--- config.mk ---
export PLATFORM = sky130hd
export DESIGN_NAME = scb0_regs
export DESIGN_NICKNAME = d
export VERILOG_FILES = /design/src/scb0_pkg.sv /design/src/scb0_regs.sv /design/src/scb0_clock_switch.sv /design/src/scb0_bus_divider.sv
export SDC_FILE = /design/constraint.sdc
export NUM_CORES = 1
export LEC_CHECK = 0
export ABC_CLOCK_PERIOD_IN_PS = 2550
export BUFFER_PORTS_ARGS = -buffer_cell sky130_fd_sc_hd__buf_4
export CAP_MARGIN = 20
export CORE_MARGIN = 4
export CORE_UTILIZATION = 25
export CTS_BUF_LIST = sky130_fd_sc_hd__clkbuf_16
export DETAILED_ROUTE_END_ITERATION = 10
export SYNTH_ARGS = -nofsm -noshare
export SYNTH_HDL_FRONTEND = slang
export SYNTH_SLANG_ARGS = --single-unit
--- constraint.sdc ---
create_clock -name pclk -period 2.55 [get_ports pclk]
set_input_delay 0.1275 -clock pclk [delete_from_list [all_inputs] [get_ports pclk]]
set_output_delay 0.1275 -clock pclk [all_outputs]
set_load 0.005 [all_outputs]
--- src/scb0_pkg.sv ---
// Package for system control bank zero: register map, fields, reset values, types.
// Assumes a 32-bit APB slave with word-aligned byte offsets.
package scb0_pkg;

  localparam logic [7:0] off_system_clock_config = 8'h0c;
  localparam logic [7:0] off_bus_clock_prescale = 8'h10;
  localparam logic [7:0] off_reset_cause_flags = 8'h14;
  localparam logic [7:0] off_low_voltage_control = 8'h18;
  localparam logic [7:0] off_reset_pin_control = 8'h1c;
  localparam logic [7:0] off_debug_pin_control = 8'h20;
  localparam logic [7:0] off_vector_table_mapping = 8'h24;
  localparam logic [7:0] off_irq_status = 8'h40;
  localparam logic [7:0] off_irq_mask = 8'h44;

  localparam logic [2:0] src_fast = 3'h0;
  localparam logic [2:0] src_slow = 3'h1;
  localparam logic [2:0] prescale_reset = 3'h2;
  localparam logic [1:0] irq_thr_reset = 2'h2;
  localparam logic [2:0] rst_thr_reset = 3'h2;
  localparam logic [15:0] map_key = 16'ha5a5;
  localparam logic [1:0] map_reset = 2'h1;
  localparam logic [4:0] cause_reset = 5'h11;

  // Field positions
  localparam int sel_lsb = 0;
  localparam int stat_lsb = 4;
  localparam int det_en_bit = 15;
  localparam int det_rst_en_bit = 14;
  localparam int irq_thr_lsb = 5;
  localparam int rst_thr_lsb = 0;
  localparam int key_lsb = 16;

  // Reset cause bit numbers
  localparam int cause_por = 4;
  localparam int cause_pin = 3;
  localparam int cause_lv = 2;
  localparam int cause_wdt = 1;
  localparam int cause_sw = 0;

  // Interrupt event bits
  localparam int ev_switch_done = 0;
  localparam int ev_low_voltage = 1;
  localparam int ev_width = 2;

  typedef enum logic [0:0] {scb0_clk_idle, scb0_clk_wait} scb0_sw_state_type;

  typedef struct packed {
    logic [7:0] paddr;
    logic psel;
    logic penable;
    logic pwrite;
    logic [31:0] pwdata;
  } scb0_apb_req_type;

  typedef struct packed {
    logic [31:0] prdata;
    logic pready;
    logic pslverr;
  } scb0_apb_rsp_type;

  typedef struct packed {
    logic power_on;
    logic pin;
    logic low_voltage;
    logic watchdog;
    logic software;
  } scb0_cause_type;

endpackage : scb0_pkg

--- src/scb0_regs.sv ---
// System control bank zero: APB register file for clock choice, bus prescale,
// reset cause, low-voltage detector, pin takeover and vector mapping.
// Assumes pclk is the system clock; presetn is the system reset and
// por_n is a separate power-on reset, both asynchronous active low.
// Reset-cause inputs are levels held by the reset controller while presetn is low.
// Summary of operation
// RL1: Software writes clock select; 000 fast oscillator, 001 slow oscillator.
// RL2: Read-only status shows source actually clocking system; writes ignored.
// RL3: Source change waits until target oscillator is ready, then completes.
// RL4: Bus clock is system clock over two to the prescale code; reset 010.
// RL5: Power-on reset sets cause bit 4; reads one after power-up.
// RL6: Reset through external pin sets cause bit 3.
// RL7: Low-voltage detector reset sets cause bit 2.
// RL8: Watchdog reset sets cause bit 1.
// RL9: Software reset request sets cause bit 0; reads one after reset.
// RL10: Writing zero to a cause flag clears it.
// RL11: Writing one leaves flags; uninvolved flags survive non-power-on resets.
// RL12: Detector enable bit 15 resets set; bit 14 turns detection into reset.
// RL13: Interrupt threshold 01 is 2.40V, 10 is 3.30V; resets to 10.
// RL14: Interrupt threshold sits at bits 6:5; bits 4:3 read zero.
// RL15: Reset threshold 010 is 2.40V, 100 is 3.30V; resets to 010.
// RL16: Reset-pin disable zero makes pin a reset; one, its reset, GPIO.
// RL17: Debug-pin disable zero, its reset, gives debug pins; one gives GPIO.
// RL18: Mapping write needs key A5A5 in upper half; key reads zero.
// RL19: Mapping 01 user program memory, 10 RAM; resets to 01.
//
// Register access over APB was left to the implementer.
`timescale 1ns/100ps
module scb0_regs (
  input wire logic pclk,
  input wire logic presetn,
  input wire logic por_n,
  input wire scb0_pkg::scb0_apb_req_type apb_req,
  output scb0_pkg::scb0_apb_rsp_type apb_rsp,
  input wire scb0_pkg::scb0_cause_type reset_cause,
  input wire logic fast_ready,
  input wire logic slow_ready,
  input wire logic low_voltage_event,
  output logic [2:0] clock_source_select,
  output logic [2:0] clock_source_status,
  output logic bus_clock_enable,
  output logic [2:0] bus_clock_divider,
  output logic detector_enable,
  output logic detector_reset_enable,
  output logic [1:0] detector_irq_threshold,
  output logic [2:0] detector_reset_threshold,
  output logic detector_reset_request,
  output logic reset_pin_disable,
  output logic debug_pin_disable,
  output logic [1:0] vector_map_select,
  output logic irq
);

  ////////////////////////////////////////////////////////////////////////////
  // State

  typedef struct packed {
    logic [2:0] sel;
    logic [2:0] prescale;
    logic det_en;
    logic det_rst_en;
    logic [1:0] irq_thr;
    logic [2:0] rst_thr;
    logic pin_dis;
    logic dbg_dis;
    logic [1:0] map;
    logic [scb0_pkg::ev_width-1:0] ev_status;
    logic [scb0_pkg::ev_width-1:0] ev_mask;
    logic [31:0] rdata;
    logic det_rst_req;
  } scb0_state_type;

  scb0_state_type r;
  scb0_state_type next_r;
  // Cause flags live on the power-on reset so they survive system resets
  logic [4:0] cause;
  logic [4:0] next_cause;
  logic in_reset;
  logic switch_done;
  logic wr;
  logic rd;
  logic [31:0] wd;

  function automatic logic hit(input logic [7:0] a, input logic [7:0] off);
    hit = (a == off);
  endfunction : hit

  ////////////////////////////////////////////////////////////////////////////
  // Helpers

  scb0_clock_switch u_switch (
    .pclk(pclk),
    .presetn(presetn),
    .clock_source_select(r.sel),
    .fast_ready(fast_ready),
    .slow_ready(slow_ready),
    .clock_source_status(clock_source_status),
    .switch_done(switch_done)
  );

  scb0_bus_divider u_div (
    .pclk(pclk),
    .presetn(presetn),
    .bus_clock_divider(r.prescale),
    .bus_clock_enable(bus_clock_enable)
  );

  ////////////////////////////////////////////////////////////////////////////
  // Bus decode

  // Zero-wait slave: every access completes in its first access cycle
  assign wr = apb_req.psel && apb_req.penable && apb_req.pwrite;
  assign rd = apb_req.psel && !apb_req.penable && !apb_req.pwrite;
  assign wd = apb_req.pwdata;

  ////////////////////////////////////////////////////////////////////////////
  // Next state

  always_comb begin
    next_r = r;
    next_r.det_rst_req = 1'b0;
    if (wr) begin
      unique case (1'b1)
        hit(apb_req.paddr, scb0_pkg::off_system_clock_config): begin
          // RL1 source choice
          next_r.sel = wd[scb0_pkg::sel_lsb +: 3];
        end
        hit(apb_req.paddr, scb0_pkg::off_bus_clock_prescale): begin
          // RL4 prescale code
          next_r.prescale = wd[2:0];
        end
        hit(apb_req.paddr, scb0_pkg::off_low_voltage_control): begin
          // RL12 detector enables
          next_r.det_en = wd[scb0_pkg::det_en_bit];
          next_r.det_rst_en = wd[scb0_pkg::det_rst_en_bit];
          // RL14 field at 6:5
          next_r.irq_thr = wd[scb0_pkg::irq_thr_lsb +: 2];
          // RL15 reset threshold
          next_r.rst_thr = wd[scb0_pkg::rst_thr_lsb +: 3];
        end
        hit(apb_req.paddr, scb0_pkg::off_reset_pin_control): begin
          // RL16 pin takeover
          next_r.pin_dis = wd[0];
        end
        hit(apb_req.paddr, scb0_pkg::off_debug_pin_control): begin
          // RL17 debug pins
          next_r.dbg_dis = wd[0];
        end
        hit(apb_req.paddr, scb0_pkg::off_vector_table_mapping): begin
          // RL18 key gated write
          if (wd[scb0_pkg::key_lsb +: 16] == scb0_pkg::map_key) begin
            next_r.map = wd[1:0];
          end
        end
        hit(apb_req.paddr, scb0_pkg::off_irq_mask): begin
          next_r.ev_mask = wd[scb0_pkg::ev_width-1:0];
        end
        default: begin
        end
      endcase
    end
    // Write-one-to-clear; a new event in the same cycle wins
    if (wr && hit(apb_req.paddr, scb0_pkg::off_irq_status)) begin
      next_r.ev_status = r.ev_status & ~wd[scb0_pkg::ev_width-1:0];
    end
    if (switch_done) begin
      next_r.ev_status[scb0_pkg::ev_switch_done] = 1'b1;
    end
    // RL12 flag or reset
    if (low_voltage_event && r.det_en) begin
      if (r.det_rst_en) begin
        next_r.det_rst_req = 1'b1;
      end else begin
        next_r.ev_status[scb0_pkg::ev_low_voltage] = 1'b1;
      end
    end
    if (rd) begin
      next_r.rdata = 32'h0000_0000;
      unique case (1'b1)
        hit(apb_req.paddr, scb0_pkg::off_system_clock_config): begin
          // RL2 status field read only
          next_r.rdata[scb0_pkg::stat_lsb +: 3] = clock_source_status;
          next_r.rdata[scb0_pkg::sel_lsb +: 3] = r.sel;
        end
        hit(apb_req.paddr, scb0_pkg::off_bus_clock_prescale): begin
          next_r.rdata[2:0] = r.prescale;
        end
        hit(apb_req.paddr, scb0_pkg::off_reset_cause_flags): begin
          next_r.rdata[4:0] = cause;
        end
        hit(apb_req.paddr, scb0_pkg::off_low_voltage_control): begin
          next_r.rdata[scb0_pkg::det_en_bit] = r.det_en;
          next_r.rdata[scb0_pkg::det_rst_en_bit] = r.det_rst_en;
          next_r.rdata[scb0_pkg::irq_thr_lsb +: 2] = r.irq_thr;
          next_r.rdata[scb0_pkg::rst_thr_lsb +: 3] = r.rst_thr;
        end
        hit(apb_req.paddr, scb0_pkg::off_reset_pin_control): begin
          next_r.rdata[0] = r.pin_dis;
        end
        hit(apb_req.paddr, scb0_pkg::off_debug_pin_control): begin
          next_r.rdata[0] = r.dbg_dis;
        end
        hit(apb_req.paddr, scb0_pkg::off_vector_table_mapping): begin
          // RL18 key reads zero
          next_r.rdata[1:0] = r.map;
        end
        hit(apb_req.paddr, scb0_pkg::off_irq_status): begin
          next_r.rdata[scb0_pkg::ev_width-1:0] = r.ev_status;
        end
        hit(apb_req.paddr, scb0_pkg::off_irq_mask): begin
          next_r.rdata[scb0_pkg::ev_width-1:0] = r.ev_mask;
        end
        default: begin
        end
      endcase
    end
  end

  ////////////////////////////////////////////////////////////////////////////
  // Reset cause flags

  // Remembers the system reset so causes are captured on its release
  always_ff @(posedge pclk or negedge presetn) begin
    if (!presetn) begin
      in_reset <= 1'b1;
    end else begin
      in_reset <= 1'b0;
    end
  end

  always_comb begin
    next_cause = cause;
    // RL10 write zero clears
    // RL11 write one keeps
    if (wr && hit(apb_req.paddr, scb0_pkg::off_reset_cause_flags)) begin
      next_cause = cause & wd[4:0];
    end
    if (in_reset) begin
      // RL6 pin cause
      if (reset_cause.pin) next_cause[scb0_pkg::cause_pin] = 1'b1;
      // RL7 detector cause
      if (reset_cause.low_voltage) next_cause[scb0_pkg::cause_lv] = 1'b1;
      // RL8 watchdog cause
      if (reset_cause.watchdog) next_cause[scb0_pkg::cause_wdt] = 1'b1;
      // RL9 software cause
      if (reset_cause.software) next_cause[scb0_pkg::cause_sw] = 1'b1;
      // RL5 power-on cause
      if (reset_cause.power_on) next_cause[scb0_pkg::cause_por] = 1'b1;
    end
  end

  // RL5 power-on defaults
  // RL9 software flag set
  always_ff @(posedge pclk or negedge por_n) begin
    if (!por_n) begin
      cause <= scb0_pkg::cause_reset;
    end else begin
      cause <= next_cause;
    end
  end

  ////////////////////////////////////////////////////////////////////////////
  // Registers

  always_ff @(posedge pclk or negedge presetn) begin
    if (!presetn) begin
      r <= '{sel: scb0_pkg::src_fast, prescale: scb0_pkg::prescale_reset,
             det_en: 1'b1, det_rst_en: 1'b0, irq_thr: scb0_pkg::irq_thr_reset,
             rst_thr: scb0_pkg::rst_thr_reset, pin_dis: 1'b1, dbg_dis: 1'b0,
             map: scb0_pkg::map_reset, ev_status: '0, ev_mask: '0,
             rdata: 32'h0000_0000, det_rst_req: 1'b0};
    end else begin
      r <= next_r;
    end
  end

  ////////////////////////////////////////////////////////////////////////////
  // Outputs

  assign apb_rsp = '{prdata: r.rdata, pready: 1'b1, pslverr: 1'b0};
  assign clock_source_select = r.sel;
  assign bus_clock_divider = r.prescale;
  assign detector_enable = r.det_en;
  assign detector_reset_enable = r.det_rst_en;
  // RL13 threshold forward
  assign detector_irq_threshold = r.irq_thr;
  assign detector_reset_threshold = r.rst_thr;
  assign detector_reset_request = r.det_rst_req;
  assign reset_pin_disable = r.pin_dis;
  assign debug_pin_disable = r.dbg_dis;
  // RL19 mapping select
  assign vector_map_select = r.map;
  assign irq = |(r.ev_status & r.ev_mask);

endmodule : scb0_regs

--- src/scb0_clock_switch.sv ---
// Clock source switch sequencer: holds the live source until the target is ready.
// Assumes oscillator ready flags are synchronous to pclk.
`timescale 1ns/100ps
module scb0_clock_switch (
  input wire logic pclk,
  input wire logic presetn,
  input wire logic [2:0] clock_source_select,
  input wire logic fast_ready,
  input wire logic slow_ready,
  output logic [2:0] clock_source_status,
  output logic switch_done
);

  typedef struct packed {
    scb0_pkg::scb0_sw_state_type st;
    logic [2:0] status;
    logic done;
  } scb0_sw_regs_type;

  scb0_sw_regs_type r;
  scb0_sw_regs_type next_r;
  logic target_ready;

  always_comb begin
    next_r = r;
    next_r.done = 1'b0;
    target_ready = (clock_source_select == scb0_pkg::src_fast) ? fast_ready :
                   (clock_source_select == scb0_pkg::src_slow) ? slow_ready : 1'b0;
    unique case (r.st)
      scb0_pkg::scb0_clk_idle: begin
        // Reserved codes never start a switch
        if (clock_source_select != r.status &&
            (clock_source_select == scb0_pkg::src_fast ||
             clock_source_select == scb0_pkg::src_slow)) begin
          next_r.st = scb0_pkg::scb0_clk_wait;
        end
      end
      scb0_pkg::scb0_clk_wait: begin
        // RL3 wait for ready
        if (clock_source_select == r.status ||
            !(clock_source_select == scb0_pkg::src_fast ||
              clock_source_select == scb0_pkg::src_slow)) begin
          next_r.st = scb0_pkg::scb0_clk_idle;
        end else if (target_ready) begin
          next_r.status = clock_source_select;
          next_r.done = 1'b1;
          next_r.st = scb0_pkg::scb0_clk_idle;
        end
      end
    endcase
  end

  always_ff @(posedge pclk or negedge presetn) begin
    if (!presetn) begin
      r <= '{st: scb0_pkg::scb0_clk_idle, status: scb0_pkg::src_fast, done: 1'b0};
    end else begin
      r <= next_r;
    end
  end

  // RL2 live source report
  assign clock_source_status = r.status;
  assign switch_done = r.done;

endmodule : scb0_clock_switch

--- src/scb0_bus_divider.sv ---
// Core bus clock enable generator: one pulse every 2**code system clocks.
// Assumes the consumer gates its clock with the enable pulse.
`timescale 1ns/100ps
module scb0_bus_divider (
  input wire logic pclk,
  input wire logic presetn,
  input wire logic [2:0] bus_clock_divider,
  output logic bus_clock_enable
);

  typedef struct packed {
    logic [6:0] count;
    logic tick;
  } scb0_div_regs_type;

  scb0_div_regs_type r;
  scb0_div_regs_type next_r;
  logic [6:0] limit;

  always_comb begin
    next_r = r;
    // RL4 divide by two to the code
    limit = 7'((8'h01 << bus_clock_divider) - 8'h01);
    if (r.count >= limit) begin
      next_r.count = 7'h00;
      next_r.tick = 1'b1;
    end else begin
      next_r.count = 7'(r.count + 7'h01);
      next_r.tick = 1'b0;
    end
  end

  always_ff @(posedge pclk or negedge presetn) begin
    if (!presetn) begin
      r <= '0;
    end else begin
      r <= next_r;
    end
  end

  assign bus_clock_enable = r.tick;

endmodule : scb0_bus_divider

Word-level counts from Yosys, hierarchy flattened
Cells that the tools add are included.
- bits in registers: 50
- bits of input ports: 54
- output and inout port bits: 57
- word-level logic and storage cells: 97
- add/sub/neg operators: 2
- magnitude comparators: 1
- equal/unequal tests: 13
- shift operators: 1
- multiplexer cells: 29
- bitwise logic cells: 6
- reductions and logical operators: 24
- operators by type and width (kind ; number):
    8-bit by 5-bit == test with 1-bit output, second input constant ; 4
    1-bit 2-to-1 mux ; 17
    16-bit == test, second input constant ; 1
    8-bit by 6-bit == test with 1-bit output, second input constant ; 2
    8-bit by 7-bit == test with 1-bit output, second input constant ; 2
    5-bit 2-to-1 mux ; 3
    2-bit AND reduction ; 6
    1-bit case mux with 9 select lines ; 1
    8-bit by 4-bit == test with 1-bit output, second input constant ; 1
    1-bit logical AND ; 8
    8-bit 2-to-1 mux ; 1
    7-bit by 1-bit adder with 7-bit output, second input constant ; 1
    7-bit greater-or-equal comparator ; 1
    1-bit case mux with 7 select lines ; 1
    1-bit by 3-bit left shift with 7-bit output, first input constant ; 1
    7-bit by 1-bit subtractor with 7-bit output, second input constant ; 1
    3-bit AND reduction ; 2
    5-bit AND ; 1
    2-bit AND ; 2
    2-bit 2-to-1 mux ; 2
    1-bit case mux with 2 select lines ; 2
    1-bit case mux with 4 select lines ; 1
    2-bit case mux with 2 select lines ; 1
    3-bit by 1-bit == test with 1-bit output, second input constant ; 1
    other kinds (9) ; 13

Depth between registers and ports, before layout
- depth after elaboration: 6
- mapped depth: 12

Modules after synthesis
A second synthesis with hierarchy kept.
- cells, all modules: 300
- area total of the unflattened synthesis: 3060.4 sq um
- by module, submodules not included (module ; instances ; cells each ; area each (sq um) ; seq. area each (sq um)):
    scb0_regs ; 1 ; 227 ; 2296.0 ; 937.1
    scb0_bus_divider ; 1 ; 55 ; 531.8 ; 200.2
    scb0_clock_switch ; 1 ; 18 ; 232.7 ; 125.1

Least setup slack after synthesis
No wires, ideal clock.
- path type: reg2reg
- from: register r, in the netlist bus_clock_divider[2]
- to: register u_div.r[1] (netlist name)
- library setup time: 120 ps
- arrival: 2431 ps
- required time: 2430 ps
- slack: -2 ps
- cell stages (with the launch flop): 12
- path buffers: 2
- clock period less this slack: 2552 ps
- cells stage by stage: dfrtp_1 clkbuf_1 or3_1 ha_1 nor3_1 a21oi_1 o21a_1 ha_1 and3_1 clkbuf_1 inv_1 o211a_1
- RTL lines (what ; line ; source):
    start: declaration ; scb0_regs.sv:73 ; scb0_state_type r;
    start signal: assignment ; scb0_regs.sv:267 ; r <= '{sel: scb0_pkg::src_fast, prescale: scb0_pkg::prescale_reset,
    start signal: assignment ; scb0_regs.sv:273 ; r <= next_r;
    end signal: assignment ; scb0_bus_divider.sv:37 ; r <= next_r;
    end: declaration ; scb0_bus_divider.sv:16 ; scb0_div_regs_type r;

==> results.toml <==
[global_route]
antenna_found_initial = 0
grt_start_max_net_pins = 46
grt-ovfl-total = 0
grt_use_total_pct = 10.92
grt_pass1_vias = 2349
grt_first_pass_wirelength_um = 12400

[layout]
diodes = 0
fillers = 1252
ff_latch_area_um2 = 1262
layout-drive-gt1-share_pct = 35.77
design_area_um2 = 3799
area_growth_pct = 23.16
final_nets = 431
instances_no_fill = 537
multi_input_area_um2 = 1491

[placement]
port_buffers = 78
dp_cells = 527
place_congestion = 0.7678
placed_cell_area_um2 = 3588
place.detailed.hpwl_um = 5989

[routing]
ant_nets = 0
wl_um = 7637
drt_pass1_iterations = 4
vias = 2340
met1Wirelength_um = 3566
met3WireLength_um = 547
top_layer = "met4"
drc = 0
viasPerCell = 4.358
drt_iter0_drc = 85
wl_per_cell_um = 14.22
wl_met2_um = 3453

[synthesis]
ys_seq_area_share_pct = 40.93
synthSimpleGateAreaFrac_pct = 19.35
synth_top_family_by_area = "simple AND/OR/NAND/NOR gates"
synth_fa_ha_area_share_pct = 3.651
synth_edf_count = 0
syn_area_um2 = 3084
synth_compound_area_share_pct = 10.10
synth-seq-cells = 50
syn_avg_cell_area_um2 = 9.917
async_reset_ff_share_pct = 100.0
muxShareOfSynthArea_pct = 9.249
postSynthCellCount = 311
synth_xor_xnor_area_share_pct = 2.272
synth_warnings = 0
synth.distinct_cells = 50
synth_flop_cell = "dfrtp_1"

[sta]
maxSlewViolCount = 0
fin_skew_ps = 9.453
maxSlewHeadroom_pct = 45.40
fmax_mhz = 429.1
tightest_slew_ps = 807.7
rsz0062_at_grt = "false"
tns_ps = 0
final-setup-viol-count = 0
period_needed_ps = 2331
finalHoldViolCount = 0
fin_crit_sh_pct = 91.40

[pwr]
ir_worst_vdd_mv = 0.2426
power_density_nw_per_um2 = 500.5
leakagePower_uw = 0.001784
power.total_uw = 1901

[clock_network]
cts_buffer_depth = 2
clk_latency_ps = 290
cts.sinks = 50
cts_tree = "built"
cts_setup_buffers = 0
cts-buffers-inserted = 5
clkTransAtPathRegs_ps = 70
clockRootBuffer = "clkbuf_16"
h-tree-depth = 2

[job]
drv_cap = 0

[setup_path]
worstPathArrival_ps = 2530
crit_path_max_fanout = 8
worstSetupStartpointType = "flip-flop"
critPathKind = "flip-flop to flip-flop"
end_kind = "flip-flop"
required_ps = 2750

[floorplanning]
rows = 40
die_w_um = 119.1
start_util_pct = 25.57
dieHeight_um = 119.1
die-area_um2 = 14180
core_area_um2 = 12060
pin_count = 111

[hold_path]
min_path_type = "input pin to flip-flop"

[run_status]
status = "finished clean"
[registers in the layout, summed over array words and instances (netlist names), 3 cells and up]
signal	flops
bus_clock_divider	3
u_switch.clock_source_status	3
clock_source_select	3
r	4
apb_rsp	9
u_div.r	7
cause	5
detector_reset_threshold	3
[per-layer routing]
layer	GRT usage [%]	vias up
li1	-	1125
met1	15.25	1118
met2	17.10	91
met3	2.802	6
met4	2.172	0
met5	0	-
[layout make-up]
| type | instances | area share (%) |
|---|---|---|
| clock buffer | 5 | 3.294 |
| clock inverter | 3 | 1.252 |
| inverter | 3 | 0.2964 |
| multi-input combinational | 222 | 39.26 |
| sequential | 50 | 33.23 |
| tap | 168 | 5.534 |
| timing repair buffer | 86 | 17.13 |
[kinds of logic (layout without fill, tap and decap cells)]
group | after synthesis | in the layout
xor gates and xnor gates | 8 | 8
and+or+nand+nor | 107 | 107
muxes | 23 | 23
buffers and inverters | 63 | 97
AOI/OAI and AO/OA | 49 | 49
DFF | 50 | 50
adders and majority gates | 9 | 9
other | 2 | 26
[cell usage after synthesis (6+ instances only)]
| library cell | count | share of area [%] |
|---|---|---|
| nand3_1 | 10 | 1.6 |
| buf_4 | 51 | 12 |
| nand2_1 | 40 | 4.9 |
| mux2_4 | 7 | 3.4 |
| mux2_2 | 16 | 5.8 |
| nor2_1 | 17 | 2.1 |
| ha_1 | 9 | 3.7 |
| dfrtp_1 | 41 | 33 |
| dfstp_2 | 9 | 7.7 |
| o21ai_0 | 14 | 2.3 |
| clkbuf_1 | 6 | 0.73 |
| a21oi_1 | 15 | 2.4 |
[stage by stage]
step	setup WS, ps	hold WS, ps	utilization [%]
6_report	219.3	30.10	31.49
5_1_grt	29.82	32.17	31.49
4_1_cts	103.6	26.84	31.35
3_5_place_dp	134.5	-64.24	29.75
3_3_place_gp	189.9	-67.46	29.75
2_1_floorplan	8.492	-168.1	-
[what timing repair did]
item | 4_1_cts | 5_1_grt
resized for setup | 0 | 3
hold endpoints to repair | 43 | 0
setup endpoints to repair | 0 | 8
hold buffers | 2 | 0
[critical path: stages (launching register included)]
cell and delay, ps:
dfrtp_1 380, or3_4 410, ha_4 190, nor3_1 180
a21oi_1 60, o21a_1 170, ha_1 170, a21o_1 170
a21oi_1 150, buf_4 180, nand2b_1 60, a21oi_1 130
[power breakdown]
group | internal [uW] | switching, uW
combinational | 140 | 133
clock | 468 | 302
sequential | 830 | 27.4
[worst paths after layout]
check	startpoint	endpoint	slack, ps	cells after the start
setup reg to reg	bus_clock_divider[2]	u_div.r[6]	220	11
min in group asynchronous	por_n	cause[2]	160	2
hold / removal	reset_cause[0]	cause[0]	30	3
setup / recovery	bus_clock_divider[2]	u_div.r[6]	220	11
max in group asynchronous	presetn	apb_rsp[7]	1760	2
hold reg to reg	apb_rsp[17]	apb_rsp[17]	470	2
[cell usage in the layout, fill, tap and decap left out, types with 3 or more instances in the layout]
master | Yosys | layout
buf_4 | 51 | 84
dfrtp_1 | 41 | 41
nand2_1 | 40 | 40
conb_1 | 2 | 26
nor2_1 | 17 | 17
mux2_2 | 16 | 16
a21oi_1 | 15 | 15
o21ai_0 | 14 | 14
nand3_1 | 10 | 10
dfstp_2 | 9 | 9
ha_1 | 9 | 8
mux2_4 | 7 | 7
nor3_1 | 5 | 5
a21o_1 | 5 | 5
clkbuf_16 | 0 | 5
xor2_1 | 4 | 4
xnor2_1 | 4 | 4
nor4bb_1 | 4 | 4
nand3b_1 | 4 | 4
inv_1 | 3 | 3
and3_1 | 3 | 3
nand2b_1 | 3 | 3
and2_1 | 3 | 3
a221oi_1 | 3 | 3
Power figures use the tool's default switching activity.
